File: src/rtl/adc_cfg_pkg.sv
// Shared constants and carrier types for the converter configuration block.
// Assumes a 16-bit register word and a 24-bit serial command (8 address, 16 data).
package adc_cfg_pkg;

    // ****************************************************************
    // Register offsets
    // ****************************************************************
    localparam logic [6:0] ADDR_SOFT_RESET = 7'h00;
    localparam logic [6:0] ADDR_CLOCK_JITTER_SETTING = 7'h30;
    localparam logic [6:0] ADDR_OPERATING_MODE = 7'h31;
    localparam logic [6:0] ADDR_CROSSPOINT_SELECT_LOW_PAIR = 7'h3A;
    localparam logic [6:0] ADDR_CROSSPOINT_SELECT_HIGH_PAIR = 7'h3B;
    localparam logic [6:0] ADDR_CORE_AND_BUFFER_CURRENT = 7'h50;
    localparam logic [6:0] ADDR_FULL_SCALE_TRIM = 7'h55;
    localparam logic [6:0] ADDR_WAKEUP_COUNT_RANGE = 7'h56;

    // ****************************************************************
    // Field positions
    // ****************************************************************
    localparam int POS_SRC_EVEN = 0;
    localparam int POS_SRC_ODD = 8;
    localparam int POS_CORE_CURRENT = 0;
    localparam int POS_BUFFER_STRENGTH = 4;
    localparam int POS_CLK_DIVIDE = 8;
    localparam int POS_PRECISION = 3;
    localparam int POS_HS_MODE = 0;
    localparam int POS_READ_FLAG = 7;

    // ****************************************************************
    // Serial command framing
    // ****************************************************************
    localparam int CMD_BITS = 24;
    localparam int ADDR_BITS = 8;
    localparam logic [4:0] LAST_BIT_INDEX = 5'h17;
    localparam logic [4:0] ADDR_DONE_INDEX = 5'h07;

    // ****************************************************************
    // Reset values and encodings
    // ****************************************************************
    localparam logic [4:0] SRC_PAIR_1 = 5'h02;
    localparam logic [4:0] SRC_PAIR_2 = 5'h04;
    localparam logic [4:0] SRC_PAIR_3 = 5'h08;
    localparam logic [4:0] SRC_PAIR_4 = 5'h10;
    localparam logic [5:0] TRIM_MIDCODE = 6'h20;
    localparam logic [2:0] CORE_CURRENT_NOMINAL = 3'h0;
    localparam logic [1:0] BUFFER_STRENGTH_NOMINAL = 2'h1;
    localparam logic [1:0] BUFFER_STRENGTH_OFF = 2'h0;
    localparam logic [2:0] RANGE_DEFAULT = 3'h0;
    localparam logic [1:0] CLK_DIVIDE_BY_ONE = 2'h0;
    localparam logic [2:0] HS_MODE_SINGLE = 3'h1;
    localparam logic [2:0] HS_MODE_DUAL = 3'h2;
    localparam logic [2:0] HS_MODE_QUAD = 3'h4;
    localparam logic [7:0] JITTER_RESET = 8'h01;

    // ****************************************************************
    // Start-up counts for the precision clock ranges (cycles)
    // ****************************************************************
    localparam int WAKE_COUNT_RANGE_4 = 1536;
    localparam int WAKE_COUNT_RANGE_0 = 992;
    localparam int WAKE_COUNT_RANGE_1 = 640;
    localparam int WAKE_COUNT_RANGE_2 = 420;
    localparam int WAKE_COUNT_RANGE_3 = 260;
    localparam int WAKE_COUNT_WIDTH = 14;

    typedef enum logic [1:0]
    {
        MODE_QUAD = 2'b00,
        MODE_DUAL = 2'b01,
        MODE_SINGLE = 2'b10,
        MODE_PRECISION = 2'b11
    } op_mode_t;

    typedef struct packed
    {
        logic [7:0] jitter;
        logic precision;
        logic [2:0] hs_mode;
        logic [1:0] clk_divide;
        logic [3:0][4:0] src;
        logic [5:0] trim;
        logic [2:0] core_current;
        logic [1:0] buffer_strength;
        logic [2:0] wake_range;
    } cfg_t;

    localparam cfg_t CFG_RESET = '{
        jitter: JITTER_RESET,
        precision: 1'b0,
        hs_mode: HS_MODE_QUAD,
        clk_divide: CLK_DIVIDE_BY_ONE,
        src: {SRC_PAIR_4, SRC_PAIR_3, SRC_PAIR_2, SRC_PAIR_1},
        trim: TRIM_MIDCODE,
        core_current: CORE_CURRENT_NOMINAL,
        buffer_strength: BUFFER_STRENGTH_NOMINAL,
        wake_range: RANGE_DEFAULT
    };

endpackage : adc_cfg_pkg

File: src/rtl/adc_config_input_trim_startup.sv
// Converter configuration: serial control port, register file, clock divider,
// crosspoint routing, trim and current codes, start-up counter, jitter control.
// Assumes the serial pins are asynchronous to clk_sys_i and slow against it.
`timescale 1ns/1ns
module adc_config_input_trim_startup
    import adc_cfg_pkg::*;
#(
    parameter int WAKE_RANGE_4 = WAKE_COUNT_RANGE_4,
    parameter int WAKE_RANGE_0 = WAKE_COUNT_RANGE_0,
    parameter int WAKE_RANGE_1 = WAKE_COUNT_RANGE_1,
    parameter int WAKE_RANGE_2 = WAKE_COUNT_RANGE_2,
    parameter int WAKE_RANGE_3 = WAKE_COUNT_RANGE_3
)
(
    input wire logic clk_sys_i,
    input wire logic rst_b_i,
    input wire logic ce_i,
    input wire logic spi_sclk_i,
    input wire logic spi_sdata_i,
    input wire logic spi_sen_b_i,
    input wire logic wake_powerdown_i,
    input wire logic wake_sleep_i,
    output logic spi_sdout_o,
    output logic spi_sdout_oe_b_o,
    output logic sample_strobe_o,
    output logic [3:0][3:0] crosspoint_route_o,
    output logic [5:0] fullscale_trim_code_o,
    output logic [2:0] core_current_code_o,
    output logic [2:0] core_current_cut_o,
    output logic [1:0] common_mode_buffer_strength_o,
    output logic common_mode_buffer_enable_o,
    output logic clock_running_o,
    output logic [3:0] jitter_weight_o,
    output logic startup_busy_o,
    output logic startup_done_o
);

    initial
    begin
        if (WAKE_RANGE_4 * 8 >= (1 << WAKE_COUNT_WIDTH) || WAKE_RANGE_3 < 1)
        begin
            $error("adc_config_input_trim_startup: start-up count out of range");
        end
    end

    // ****************************************************************
    // Pin synchronisers
    // ****************************************************************
    logic [1:0] sclk_sync;
    logic [1:0] sdata_sync;
    logic [1:0] sen_b_sync;
    logic [1:0] wake_pd_sync;
    logic [1:0] wake_sl_sync;
    logic sclk_prev;
    logic sen_b_prev;
    logic wake_pd_prev;
    logic wake_sl_prev;

    always_ff @(posedge clk_sys_i or negedge rst_b_i)
    begin
        if (!rst_b_i)
        begin
            sclk_sync <= 2'h0;
            sdata_sync <= 2'h0;
            sen_b_sync <= 2'h3;
            wake_pd_sync <= 2'h0;
            wake_sl_sync <= 2'h0;
            sclk_prev <= 1'b0;
            sen_b_prev <= 1'b1;
            wake_pd_prev <= 1'b0;
            wake_sl_prev <= 1'b0;
        end
        else if (ce_i)
        begin
            sclk_sync <= {sclk_sync[0], spi_sclk_i};
            sdata_sync <= {sdata_sync[0], spi_sdata_i};
            sen_b_sync <= {sen_b_sync[0], spi_sen_b_i};
            wake_pd_sync <= {wake_pd_sync[0], wake_powerdown_i};
            wake_sl_sync <= {wake_sl_sync[0], wake_sleep_i};
            sclk_prev <= sclk_sync[1];
            sen_b_prev <= sen_b_sync[1];
            wake_pd_prev <= wake_pd_sync[1];
            wake_sl_prev <= wake_sl_sync[1];
        end
    end

    logic sclk_rise;
    logic sclk_fall;
    logic frame_active;
    logic wake_request;

    assign frame_active = !sen_b_sync[1] && !sen_b_prev;
    assign sclk_rise = frame_active && sclk_sync[1] && !sclk_prev;
    assign sclk_fall = frame_active && !sclk_sync[1] && sclk_prev;
    assign wake_request = (wake_pd_sync[1] && !wake_pd_prev)
        || (wake_sl_sync[1] && !wake_sl_prev);

    // ****************************************************************
    // Serial command shifter
    // ****************************************************************
    logic [CMD_BITS-2:0] shift_in;
    logic [4:0] bit_index;
    logic [CMD_BITS-1:0] command;
    logic command_done;
    logic [ADDR_BITS-1:0] cmd_addr;
    logic [15:0] cmd_data;

    assign command = {shift_in, sdata_sync[1]};
    assign command_done = sclk_rise && (bit_index == LAST_BIT_INDEX);
    assign cmd_addr = command[CMD_BITS-1 -: ADDR_BITS];
    assign cmd_data = command[15:0];

    always_ff @(posedge clk_sys_i or negedge rst_b_i)
    begin
        if (!rst_b_i)
        begin
            shift_in <= '0;
            bit_index <= 5'h00;
        end
        else if (ce_i)
        begin
            if (!frame_active)
            begin
                bit_index <= 5'h00;
            end
            else if (sclk_rise)
            begin
                shift_in <= command[CMD_BITS-2:0];
                if (bit_index != LAST_BIT_INDEX)
                begin
                    bit_index <= bit_index + 5'h01;
                end
                else
                begin
                    bit_index <= 5'h00;
                end
            end
        end
    end

    // ****************************************************************
    // Register file, one register written at command end, all at soft reset
    // ****************************************************************
    cfg_t cfg;
    logic write_hit;

    assign write_hit = command_done && !cmd_addr[POS_READ_FLAG];

    always_ff @(posedge clk_sys_i or negedge rst_b_i)
    begin
        if (!rst_b_i)
        begin
            cfg <= CFG_RESET;
        end
        else if (ce_i && write_hit)
        begin
            case (cmd_addr[6:0])
                ADDR_SOFT_RESET:
                begin
                    if (cmd_data[0])
                    begin
                        cfg <= CFG_RESET;
                    end
                end
                ADDR_CLOCK_JITTER_SETTING:
                begin
                    cfg.jitter <= cmd_data[7:0];
                end
                ADDR_OPERATING_MODE:
                begin
                    cfg.clk_divide <= cmd_data[POS_CLK_DIVIDE +: 2];
                    cfg.precision <= cmd_data[POS_PRECISION];
                    cfg.hs_mode <= cmd_data[POS_HS_MODE +: 3];
                end
                ADDR_CROSSPOINT_SELECT_LOW_PAIR:
                begin
                    cfg.src[0] <= cmd_data[POS_SRC_EVEN +: 5];
                    cfg.src[1] <= cmd_data[POS_SRC_ODD +: 5];
                end
                ADDR_CROSSPOINT_SELECT_HIGH_PAIR:
                begin
                    cfg.src[2] <= cmd_data[POS_SRC_EVEN +: 5];
                    cfg.src[3] <= cmd_data[POS_SRC_ODD +: 5];
                end
                ADDR_CORE_AND_BUFFER_CURRENT:
                begin
                    cfg.core_current <= cmd_data[POS_CORE_CURRENT +: 3];
                    cfg.buffer_strength <= cmd_data[POS_BUFFER_STRENGTH +: 2];
                end
                ADDR_FULL_SCALE_TRIM:
                begin
                    cfg.trim <= cmd_data[5:0];
                end
                ADDR_WAKEUP_COUNT_RANGE:
                begin
                    cfg.wake_range <= cmd_data[2:0];
                end
                default:
                begin
                    cfg <= cfg;
                end
            endcase
        end
    end

    // ****************************************************************
    // Readback: address bit 7 set turns the command into a read
    // ****************************************************************
    logic [15:0] read_word;
    logic [15:0] shift_out;
    logic read_phase;

    always_comb
    begin
        read_word = 16'h0000;
        case (command[6:0])
            ADDR_CLOCK_JITTER_SETTING: read_word = {8'h00, cfg.jitter};
            ADDR_OPERATING_MODE: read_word = {6'h00, cfg.clk_divide, 4'h0,
                cfg.precision, cfg.hs_mode};
            ADDR_CROSSPOINT_SELECT_LOW_PAIR: read_word = {3'h0, cfg.src[1], 3'h0, cfg.src[0]};
            ADDR_CROSSPOINT_SELECT_HIGH_PAIR: read_word = {3'h0, cfg.src[3], 3'h0, cfg.src[2]};
            ADDR_CORE_AND_BUFFER_CURRENT: read_word = {10'h000, cfg.buffer_strength, 1'b0,
                cfg.core_current};
            ADDR_FULL_SCALE_TRIM: read_word = {10'h000, cfg.trim};
            ADDR_WAKEUP_COUNT_RANGE: read_word = {13'h0000, cfg.wake_range};
            default: read_word = 16'h0000;
        endcase
    end

    always_ff @(posedge clk_sys_i or negedge rst_b_i)
    begin
        if (!rst_b_i)
        begin
            shift_out <= 16'h0000;
            read_phase <= 1'b0;
            spi_sdout_o <= 1'b0;
            spi_sdout_oe_b_o <= 1'b1;
        end
        else if (ce_i)
        begin
            if (!frame_active || command_done)
            begin
                read_phase <= 1'b0;
                spi_sdout_oe_b_o <= 1'b1;
            end
            else if (sclk_rise && bit_index == ADDR_DONE_INDEX && command[POS_READ_FLAG])
            begin
                shift_out <= read_word;
                read_phase <= 1'b1;
            end
            else if (sclk_fall && read_phase)
            begin
                spi_sdout_o <= shift_out[15];
                spi_sdout_oe_b_o <= 1'b0;
                shift_out <= {shift_out[14:0], 1'b0};
            end
        end
    end

    // ****************************************************************
    // Clock divider and jitter gate
    // ****************************************************************
    logic [2:0] div_count;
    logic [2:0] div_last;
    logic [3:0] next_weight;

    always_comb
    begin
        case (cfg.clk_divide)
            2'h0: div_last = 3'h0;
            2'h1: div_last = 3'h1;
            2'h2: div_last = 3'h3;
            default: div_last = 3'h7;
        endcase
    end

    always_comb
    begin
        next_weight = 4'h0;
        for (int i = 0; i < 8; i++)
        begin
            next_weight = next_weight + {3'h0, cfg.jitter[i]};
        end
    end

    always_ff @(posedge clk_sys_i or negedge rst_b_i)
    begin
        if (!rst_b_i)
        begin
            div_count <= 3'h0;
            sample_strobe_o <= 1'b0;
            clock_running_o <= 1'b0;
            jitter_weight_o <= 4'h0;
        end
        else if (ce_i)
        begin
            clock_running_o <= |cfg.jitter;
            jitter_weight_o <= next_weight;
            if (!(|cfg.jitter))
            begin
                div_count <= 3'h0;
                sample_strobe_o <= 1'b0;
            end
            else if (div_count >= div_last)
            begin
                div_count <= 3'h0;
                sample_strobe_o <= 1'b1;
            end
            else
            begin
                div_count <= div_count + 3'h1;
                sample_strobe_o <= 1'b0;
            end
        end
    end

    // ****************************************************************
    // Crosspoint routing per operating mode
    // ****************************************************************
    op_mode_t op_mode;
    logic [3:0][3:0] next_route;

    always_comb
    begin
        if (cfg.precision)
        begin
            op_mode = MODE_PRECISION;
        end
        else if (cfg.hs_mode == HS_MODE_SINGLE)
        begin
            op_mode = MODE_SINGLE;
        end
        else if (cfg.hs_mode == HS_MODE_DUAL)
        begin
            op_mode = MODE_DUAL;
        end
        else
        begin
            op_mode = MODE_QUAD;
        end
    end

    always_comb
    begin
        next_route = '0;
        for (int c = 0; c < 4; c++)
        begin
            case (op_mode)
                MODE_SINGLE: next_route[c] = cfg.src[0][4:1];
                MODE_DUAL: next_route[c] = (c < 2) ? cfg.src[0][4:1] : cfg.src[2][4:1];
                MODE_QUAD: next_route[c] = cfg.src[c][4:1];
                MODE_PRECISION: next_route[c] = cfg.src[c][4:1];
                default: next_route[c] = cfg.src[c][4:1];
            endcase
        end
    end

    always_ff @(posedge clk_sys_i or negedge rst_b_i)
    begin
        if (!rst_b_i)
        begin
            crosspoint_route_o <= {4'h8, 4'h4, 4'h2, 4'h1};
        end
        else if (ce_i)
        begin
            crosspoint_route_o <= next_route;
        end
    end

    // ****************************************************************
    // Trim, current and buffer codes
    // ****************************************************************
    logic [2:0] next_cut;

    always_comb
    begin
        case (cfg.core_current)
            3'h7: next_cut = 3'h1;
            3'h6: next_cut = 3'h2;
            3'h5: next_cut = 3'h3;
            3'h4: next_cut = 3'h4;
            default: next_cut = 3'h0;
        endcase
    end

    always_ff @(posedge clk_sys_i or negedge rst_b_i)
    begin
        if (!rst_b_i)
        begin
            fullscale_trim_code_o <= TRIM_MIDCODE;
            core_current_code_o <= CORE_CURRENT_NOMINAL;
            core_current_cut_o <= 3'h0;
            common_mode_buffer_strength_o <= BUFFER_STRENGTH_NOMINAL;
            common_mode_buffer_enable_o <= 1'b1;
        end
        else if (ce_i)
        begin
            fullscale_trim_code_o <= cfg.trim;
            core_current_code_o <= cfg.core_current;
            core_current_cut_o <= next_cut;
            common_mode_buffer_strength_o <= cfg.buffer_strength;
            common_mode_buffer_enable_o <= cfg.buffer_strength != BUFFER_STRENGTH_OFF;
        end
    end

    // ****************************************************************
    // Start-up length from range and mode
    // ****************************************************************
    logic [WAKE_COUNT_WIDTH-1:0] base_count;
    logic [WAKE_COUNT_WIDTH-1:0] wake_length;

    always_comb
    begin
        case (cfg.wake_range)
            3'h0: base_count = WAKE_COUNT_WIDTH'(WAKE_RANGE_0);
            3'h1: base_count = WAKE_COUNT_WIDTH'(WAKE_RANGE_1);
            3'h2: base_count = WAKE_COUNT_WIDTH'(WAKE_RANGE_2);
            3'h3: base_count = WAKE_COUNT_WIDTH'(WAKE_RANGE_3);
            default: base_count = WAKE_COUNT_WIDTH'(WAKE_RANGE_4);
        endcase
        case (op_mode)
            MODE_QUAD: wake_length = base_count << 1;
            MODE_DUAL: wake_length = base_count << 2;
            MODE_SINGLE: wake_length = base_count << 3;
            default: wake_length = base_count;
        endcase
    end

    logic counter_busy;
    logic counter_done;

    wake_counter #(
        .WIDTH(WAKE_COUNT_WIDTH)
    ) u_wake_counter (
        .clk_sys_i(clk_sys_i),
        .rst_b_i(rst_b_i),
        .ce_i(ce_i),
        .start_i(wake_request),
        .length_i(wake_length),
        .busy_o(counter_busy),
        .done_o(counter_done)
    );

    always_ff @(posedge clk_sys_i or negedge rst_b_i)
    begin
        if (!rst_b_i)
        begin
            startup_busy_o <= 1'b0;
            startup_done_o <= 1'b0;
        end
        else if (ce_i)
        begin
            startup_busy_o <= counter_busy;
            startup_done_o <= counter_done;
        end
    end

endmodule : adc_config_input_trim_startup

File: src/rtl/wake_counter.sv
// Start-up delay counter: counts a loaded length after a wake request.
// Assumes start and length come from logic on the same clock.
`timescale 1ns/1ns
module wake_counter
    import adc_cfg_pkg::*;
#(
    parameter int WIDTH = WAKE_COUNT_WIDTH
)
(
    input wire logic clk_sys_i,
    input wire logic rst_b_i,
    input wire logic ce_i,
    input wire logic start_i,
    input wire logic [WIDTH-1:0] length_i,
    output logic busy_o,
    output logic done_o
);

    initial
    begin
        if (WIDTH < 2 || WIDTH > 24)
        begin
            $error("wake_counter: WIDTH out of range");
        end
    end

    logic [WIDTH-1:0] remaining;

    // ****************************************************************
    // Count down; a new start restarts the count
    // ****************************************************************
    always_ff @(posedge clk_sys_i or negedge rst_b_i)
    begin
        if (!rst_b_i)
        begin
            remaining <= '0;
            busy_o <= 1'b0;
            done_o <= 1'b0;
        end
        else if (ce_i)
        begin
            done_o <= 1'b0;
            if (start_i)
            begin
                remaining <= length_i - WIDTH'(1);
                busy_o <= 1'b1;
            end
            else if (busy_o)
            begin
                if (remaining == '0)
                begin
                    busy_o <= 1'b0;
                    done_o <= 1'b1;
                end
                else
                begin
                    remaining <= remaining - WIDTH'(1);
                end
            end
        end
    end

endmodule : wake_counter

File: config.mk
export PLATFORM = sky130hd
export DESIGN_NAME = adc_config_input_trim_startup
export DESIGN_NICKNAME = d
export VERILOG_FILES = /design/src/rtl/adc_cfg_pkg.sv /design/src/rtl/adc_config_input_trim_startup.sv /design/src/rtl/wake_counter.sv
export SDC_FILE = /design/constraint.sdc
export NUM_CORES = 1
export LEC_CHECK = 0
export BUFFER_PORTS_ARGS = -buffer_cell sky130_fd_sc_hd__buf_2
export CORE_UTILIZATION = 55
export CTS_BUF_LIST = sky130_fd_sc_hd__clkbuf_16
export DETAILED_ROUTE_END_ITERATION = 10
export PLACE_DENSITY = 0.87
export SLEW_MARGIN = 20
export SYNTH_ARGS = -nofsm -noshare
export SYNTH_HDL_FRONTEND = slang
export SYNTH_SLANG_ARGS = --single-unit
File: constraint.sdc
create_clock -name clk_sys_i -period 2.8 [get_ports clk_sys_i]
set_input_delay 0.7 -clock clk_sys_i [delete_from_list [all_inputs] [get_ports clk_sys_i]]
set_output_delay 0.7 -clock clk_sys_i [all_outputs]
set_load 0.005 [all_outputs]
==> results of run 1 <==
[logic make-up after synthesis]
group,count (synthesis)
multiplexers,71
AO/OA/AOI/OAI,215
AND/OR/NAND/NOR,261
buffers and inverters,77
flip-flops,167
adder cells (fa/ha/maj),19
XOR/XNOR,10
[worst paths after layout]
kind / start / end / slack [ps] / cells past startpoint
min: rst_b_i / startup_busy_o$_DFFE_PN0P_ / 230 / 1
min reg2reg: shift_in[12]$_DFFE_PN0P_ / shift_in[13]$_DFFE_PN0P_ / 460 / 2
max in group asynchronous: rst_b_i / crosspoint_route_o[10]$_DFFE_PN1P_ / 1830 / 2
min in group clk_sys_i: shift_in[12]$_DFFE_PN0P_ / shift_in[13]$_DFFE_PN0P_ / 460 / 2
max: cfg[40]$_DFFE_PN1P_ / jitter_weight_o[2]$_DFFE_PN0P_ / -210 / 10
max reg2reg: cfg[40]$_DFFE_PN1P_ / jitter_weight_o[2]$_DFFE_PN0P_ / -210 / 10
[sequential cells by signal, indices dropped and copies added (netlist names), 3 cells and up]
signal                    flops
cfg                          48
shift_in                     23
crosspoint_route_o           16
shift_out                    16
u_wake_counter.remaining     14
fullscale_trim_code_o         6
bit_index                     5
jitter_weight_o               4
core_current_code_o           3
core_current_cut_o            3
div_count                     3
[routing by layer]
layer | share of wire | GRT usage
met1 | 0.42 | 0.3502
met2 | 0.49 | 0.4277
met3 | 0.059 | 0.05326
met4 | 0.033 | 0.1276
met5 | 0 | 0
[timing repair]
| item | 4_1_cts | 5_1_grt |
|---|---|---|
| hold buffers | 0 | 0 |
| buffers inserted | 1 | 0 |
| pin swaps | 1 | 1 |
| setup endpoints to repair | 2 | 9 |
| gates resized for setup | 4 | 4 |
[worst max-delay path, delay by kind of cell, from the launching register on]
| kind | cells | cell delay [ps] |
|---|---|---|
| flip-flops | 1 | 550 |
| multiplexers | 1 | 260 |
| buffers and inverters | 3 | 200 |
| XOR/XNOR | 1 | 140 |
| adder cells (fa/ha/maj) | 5 | 1740 |
[report_power, final]
group / total, mW / internal [mW] / switching (mW) / leakage (nW)
Clock: 2.52 / 1.57 / 0.948 / 0.319
Combinational: 0.772 / 0.328 / 0.444 / 1.88
Sequential: 2.78 / 2.56 / 0.217 / 2.17
Total: 6.07 / 4.46 / 1.61 / 4.37
[cell type report]
type                    instances  share of cell area
clock buffers                  17             0.04472
clock inverters                15             0.02210
inverters                      35             0.01381
multi-input cells             576              0.3972
flip-flops and latches        167              0.4418
well taps                     184             0.02420
repair buffers                 83             0.05616
[layout by cell type, fill, tap and decap left out, types with 11 or more instances in the layout]
| master | n |
|---|---|
| clkbuf_16 | 17 |
| mux2_2 | 50 |
| a21oi_1 | 48 |
| inv_1 | 36 |
| o21ai_0 | 58 |
| nor3_1 | 11 |
| dfstp_2 | 19 |
| nor2_1 | 56 |
| ha_1 | 12 |
| dfrtp_1 | 148 |
| nand3_1 | 18 |
| buf_2 | 47 |
| a22oi_1 | 14 |
| nand2_1 | 111 |
| mux2i_1 | 21 |
| buf_4 | 33 |
| a22o_1 | 24 |
| nor2b_1 | 15 |
==> impl_metrics.csv, run 1 <==
group,metric,value,unit
timing,tns,-247.2,ps
place,port_buffers,48,
timing,worst_slack,-207.8,ps
logic_synthesis,synth_most_common_cell,"dfrtp_1",
logic_synthesis,synth-async-reset-ratio,1.000,
floorplan,core_area,0.01459,sq mm
cells_and_area,syn_to_final_growth,15.18,%
place,place_congestion,0.9270,
timing,worst_slew_pin_slew,818.7,ps
worst_setup_path,crit_path_end_kind,"flip-flop",
floorplan,fp.dieH,124.5,microns
logic_synthesis,syn_inst,820,
route,drcViolationCount,0,
clock_network,clockBufferDepth,2,
power,p_total,6.073,mW
floorplan,rows,44,
timing,rsz0062_at_grt,"yes",
worst_setup_path,arrival,3330,ps
global_routing,grt_usage,0.2677,
logic_synthesis,synth_edf_count,0,
global_routing,grt_overflow,0,
clock_network,cts-root-buf,"clkbuf_16",
worst_setup_path,crit_type,"reg -> reg",
cells_and_area,finish.utilization,0.6521,
clock_network,clkLatencyLatePin,430,ps
route,first_pass_iters,6,
logic_synthesis,synth.top_cell.area_share,0.4484,
place,place_inst,1044,
logic_synthesis,synth-seq-cells,167,
run,max_cap_violations,0,
timing,fin_skew,6.850,ps
timing,slew_violations,0,
logic_synthesis,ys_warn_count,0,
worst_setup_path,critPathMaxStageDelay,550,ps
route,num_vias,6610,
clock_network,cts_sinks,167,
logic_synthesis,synth_common_cells,"dfrtp_1, nand2_1, o21ai_0",
worst_setup_path,worst_path_max_delay_cell,"dfstp_2",
cells_and_area,final_area,0.009513,sq mm
logic_synthesis,synth_top_family_by_area,"compound AO/OA/AOI/OAI gates",
worst_setup_path,crit_path_start_kind,"flip-flop",
timing,hold_violations,0,
power,p_leak,4.368,nW
logic_synthesis,synth_nets,847,
floorplan,die_w,124.5,microns
timing,min_period,3008,ps
cells_and_area,multi_input_area,0.003779,sq mm
worst_setup_path,cp_max_fo,2,
clock_network,cts_tree,"built",
route,drtIter0Drc,620,
logic_synthesis,synth_compound_area_frac,0.1712,
timing,hold_slack,228.6,ps
timing,max_slew_margin,0.4465,
power,max-vdd-ir-drop,0.4644,mV
route,viasPerCell,6.137,
floorplan,io-pin-count,49,
logic_synthesis,ys_seq_area_frac,0.5089,
route,drt-total-wl,19.68,mm
place,placed_area,0.008855,sq mm
clock_network,cts_max_level,4,
logic_synthesis,synthDistinctLibCells,62,
logic_synthesis,synth_fa_ha_area_frac,0.03242,
logic_synthesis,synth_area_leaders,"dfrtp_1, mux2_2, dfstp_2",
status,violations,"setup timing",
logic_synthesis,muxShareOfSynthArea,0.09362,
timing,fmax,332.5,MHz
logic_synthesis,yosys.area.top_type,"dfrtp_1",
cells_and_area,layout.area.seq,0.004203,sq mm
logic_synthesis,synth-simple-area-share,0.1479,
global_routing,grt_pass1_vias,6502,
timing,finalSetupViolCount,2,
power,p_per_area,638.4,mW/mm^2
global_routing,grt_first_pass_wirelength,32.80,mm
cells_and_area,fin_cells,1077,
route,wl_per_cell,18.27,microns
logic_synthesis,avgSynthCellArea,10.07,sq um
min_path,hold_path.class,"in -> async",
clock_network,cts_buffers,17,
clock_network,clk_pin_slew_worst_paths,60,ps
cells_and_area,nNetsFinal,907,
cells_and_area,nFillCells,1064,
worst_setup_path,cp.required,3120,ps
logic_synthesis,synthXorXnorAreaFrac,0.01060,
cells_and_area,drive_above_1_share,0.2206,
status,status,"complete, but fails checks",
worst_setup_path,worstPathCellList,"fa_1, inv_1, fa_1, fa_1, inv_1, ha_2, inv_2, fa_2, xnor2_1, mux2_2",
logic_synthesis,syn-cell-area,0.008259,sq mm
cells_and_area,antenna_cells,0,
worst_setup_path,path_common_cell,"fa_1",
floorplan,die-area,0.01551,sq mm
place,dpl.hpwl,13.88,mm
logic_synthesis,synth_flop_cell,"dfrtp_1",
route,ant_nets,0,
place,place_ws,-262.8,ps
global_routing,antenna_found_initial,0,
timing,fin_crit_sh,1.074,
global_routing,grt_max_degree,56,
floorplan,start_util,0.5661,
Note: power is estimated with default switching activity, not from simulation.
==> inputs of run 2 (changes only) <==
Settings changed: CORE_UTILIZATION 55 to 57, CTS_BUF_LIST sky130_fd_sc_hd__clkbuf_16 to sky130_fd_sc_hd__clkbuf_4, CTS_CLUSTER_SIZE from default to 20, PLACE_DENSITY 0.87 to 0.78.
==> run 2 against run 1 <==
The run still ends with setup timing left. First-iteration DRC count shrank 14%. Critical path depth stayed put. Wire length decreased by 1.1%. Global-route usage up 1.1 points. Via count is 0.29% higher. Clock skew increased by 20 ps. Cell count shrank 0.74%. Largest power group unchanged. Power fell by 16%. Worst setup slack improved by 61 ps.
==> impl_metrics.csv, run 2 (synthesis results as in run 1) <==
group,metric,value,unit
worst_setup_path,worstPathCellList,"fa_1, inv_1, fa_1, fa_1, inv_2, ha_4, inv_2, fa_2, xnor2_1, mux2_2",
floorplan,core_area,0.01399,sq mm
clock_network,cts_tree,"built",
clock_network,cts_max_level,4,
worst_setup_path,cp_max_fo,2,
cells_and_area,regMostFlops,"cfg",
global_routing,antenna_found_initial,1,
timing,slew_violations,0,
floorplan,rows,43,
clock_network,clkLatencyLatePin,580,ps
worst_setup_path,critPathMaxStageDelay,560,ps
timing,tns,-173.7,ps
clock_network,clockBufferDepth,2,
timing,fmax,339.3,MHz
route,num_vias,6629,
cells_and_area,nNetsFinal,902,
worst_setup_path,worst_path_max_delay_cell,"dfstp_2",
worst_setup_path,cp.required,3260,ps
route,drtIter0Drc,534,
cells_and_area,layout_commonest_cell,"dfrtp_1",
status,violations,"setup timing",
timing,worst_slack,-147.1,ps
worst_setup_path,crit_buf_inv,3,
timing,finalSetupViolCount,2,
timing,hold_violations,0,
clock_network,cts_sinks,167,
global_routing,grt_pass1_vias,6423,
timing,max_slew_margin,0.4491,
global_routing,grt_first_pass_wirelength,31.90,mm
floorplan,start_util,0.5904,
cells_and_area,syn_to_final_growth,11.24,%
place,dpl.hpwl,14.11,mm
global_routing,grt_overflow,0,
route,ant_nets,0,
cells_and_area,final_cell_mix,"dfrtp_1, nand2_1, nor2_1, o21ai_0, mux2_2",
floorplan,die_w,122.4,microns
global_routing,grt_usage,0.2790,
power,p_total,5.084,mW
worst_setup_path,worstReg2RegStart,"cfg[40]$_DFFE_PN1P_",
cells_and_area,largest_registers,"cfg (48), shift_in (23)",
timing,min_period,2947,ps
power,p_leak,4.199,nW
floorplan,die-area,0.01498,sq mm
worst_setup_path,reg2regPathDepth,10,
power,p_per_area,553.4,mW/mm^2
clock_network,cts_buffers,17,
clock_network,cts-root-buf,"clkbuf_4",
global_routing,grt_max_degree,78,
place,place_congestion,0.9274,
power,max-vdd-ir-drop,0.3219,mV
cells_and_area,drive_above_1_share,0.2264,
cells_and_area,nFillCells,1109,
timing,fin_crit_sh,1.053,
route,first_pass_iters,5,
route,drcViolationCount,0,
timing,rsz0062_at_grt,"yes",
route,wl_per_cell,18.20,microns
worst_setup_path,timing.rr.end,"jitter_weight_o[2]$_DFFE_PN0P_",
timing,fin_skew,26.41,ps
worst_setup_path,crit_path_start_kind,"flip-flop",
worst_setup_path,path_common_cell,"fa_1",
worst_setup_path,crit_path_end_kind,"flip-flop",
timing,worst_slew_pin_slew,814.9,ps
route,drt-total-wl,19.46,mm
cells_and_area,finish.utilization,0.6568,
cells_and_area,fin_cells,1069,
floorplan,fp.dieH,122.4,microns
place,port_buffers,48,
worst_setup_path,arrival,3400,ps
run,max_cap_violations,0,
min_path,hold_path.class,"in -> async",
place,place_inst,1035,
route,viasPerCell,6.201,
clock_network,clk_pin_slew_worst_paths,130,ps
worst_setup_path,crit_type,"reg -> reg",
floorplan,io-pin-count,49,
status,status,"complete, but fails checks",
cells_and_area,largest_reg_flops,48,
worst_setup_path,critPathTopFamily,"adder cells",
worst_setup_path,r2r_slack,-150,ps
clock_network,hold_buffers,0,
run 2: changes by cell type in the layout (fill, tap and decap cells not counted), sizes merged:
| cell | change |
|---|---|
| buf | -5 |
| diode | +1 |
| bufinv | -2 |
| clkinvlp | +2 |
| clkinv | -3 |
| clkbuf | +6 |
| inv | -3 |
run 2: how the worst max path moves through the flow:
stage | slack, ps | endpoint | startpoint | cells after the start
floorplan | -130 | jitter_weight_o[2]$_DFFE_PN0P_ | cfg[40]$_DFFE_PN1P_ | 10
global placement | -180 | jitter_weight_o[2]$_DFFE_PN0P_ | cfg[40]$_DFFE_PN1P_ | 10
detailed placement | -220 | jitter_weight_o[2]$_DFFE_PN0P_ | cfg[40]$_DFFE_PN1P_ | 10
CTS | -240 | jitter_weight_o[2]$_DFFE_PN0P_ | cfg[40]$_DFFE_PN1P_ | 10
global route | -270 | jitter_weight_o[2]$_DFFE_PN0P_ | cfg[40]$_DFFE_PN1P_ | 10
finish | -150 | jitter_weight_o[2]$_DFFE_PN0P_ | cfg[40]$_DFFE_PN1P_ | 10
run 2: per-layer routing:
| layer | wire length (microns) | vias to the layer above | GRT usage |
|---|---|---|---|
| met1 | 8217 | 3283 | 0.3551 |
| met5 | 0 | - | 0 |
| met2 | 9442 | 232 | 0.4547 |
| li1 | - | 3049 | - |
| met4 | 702 | 0 | 0.1349 |
| met3 | 1096 | 65 | 0.05762 |
run 2: where the power goes:
group | internal, mW | total, mW | leakage (nW) | switching (mW)
registers | 2.56 | 2.77 | 2.17 | 0.213
logic | 0.338 | 0.825 | 1.87 | 0.487
clock network | 0.673 | 1.49 | 0.160 | 0.814
run 2: cell type report:
cell class | instances | area (sq um) | share of cell area
flip-flops and latches | 167 | 4203 | 0.4574
multi-input cells | 576 | 3817 | 0.4155
repair buffers | 78 | 509.2 | 0.05543
well taps | 180 | 225.2 | 0.02451
clock buffers | 23 | 172.7 | 0.01879
inverters | 35 | 131.4 | 0.01430
clock inverters | 9 | 126.4 | 0.01375
diodes | 1 | 2.502 | 0.0002724
run 2: what timing repair did:
item / 4_1_cts / 5_1_grt
gates cloned: 0 / 0
setup endpoints to repair: 5 / 10
pin swaps: 2 / 1
setup buffers: 0 / 1
resized for setup: 2 / 15
run 2: per-stage QoR:
| step | setup WS (ps) | instance area [sq um] | hold slack [ps] |
|---|---|---|---|
| 2_1_floorplan | -127.9 | 8259 | 404.4 |
| 3_3_place_gp | -180.2 | 8825 | 453.7 |
| 3_5_place_dp | -221.2 | 8825 | 463.2 |
| 6_report | -147.1 | 9188 | 149.4 |
| 5_1_grt | -270.3 | 9188 | 159.3 |
| 4_1_cts | -239.6 | 9125 | 147.7 |
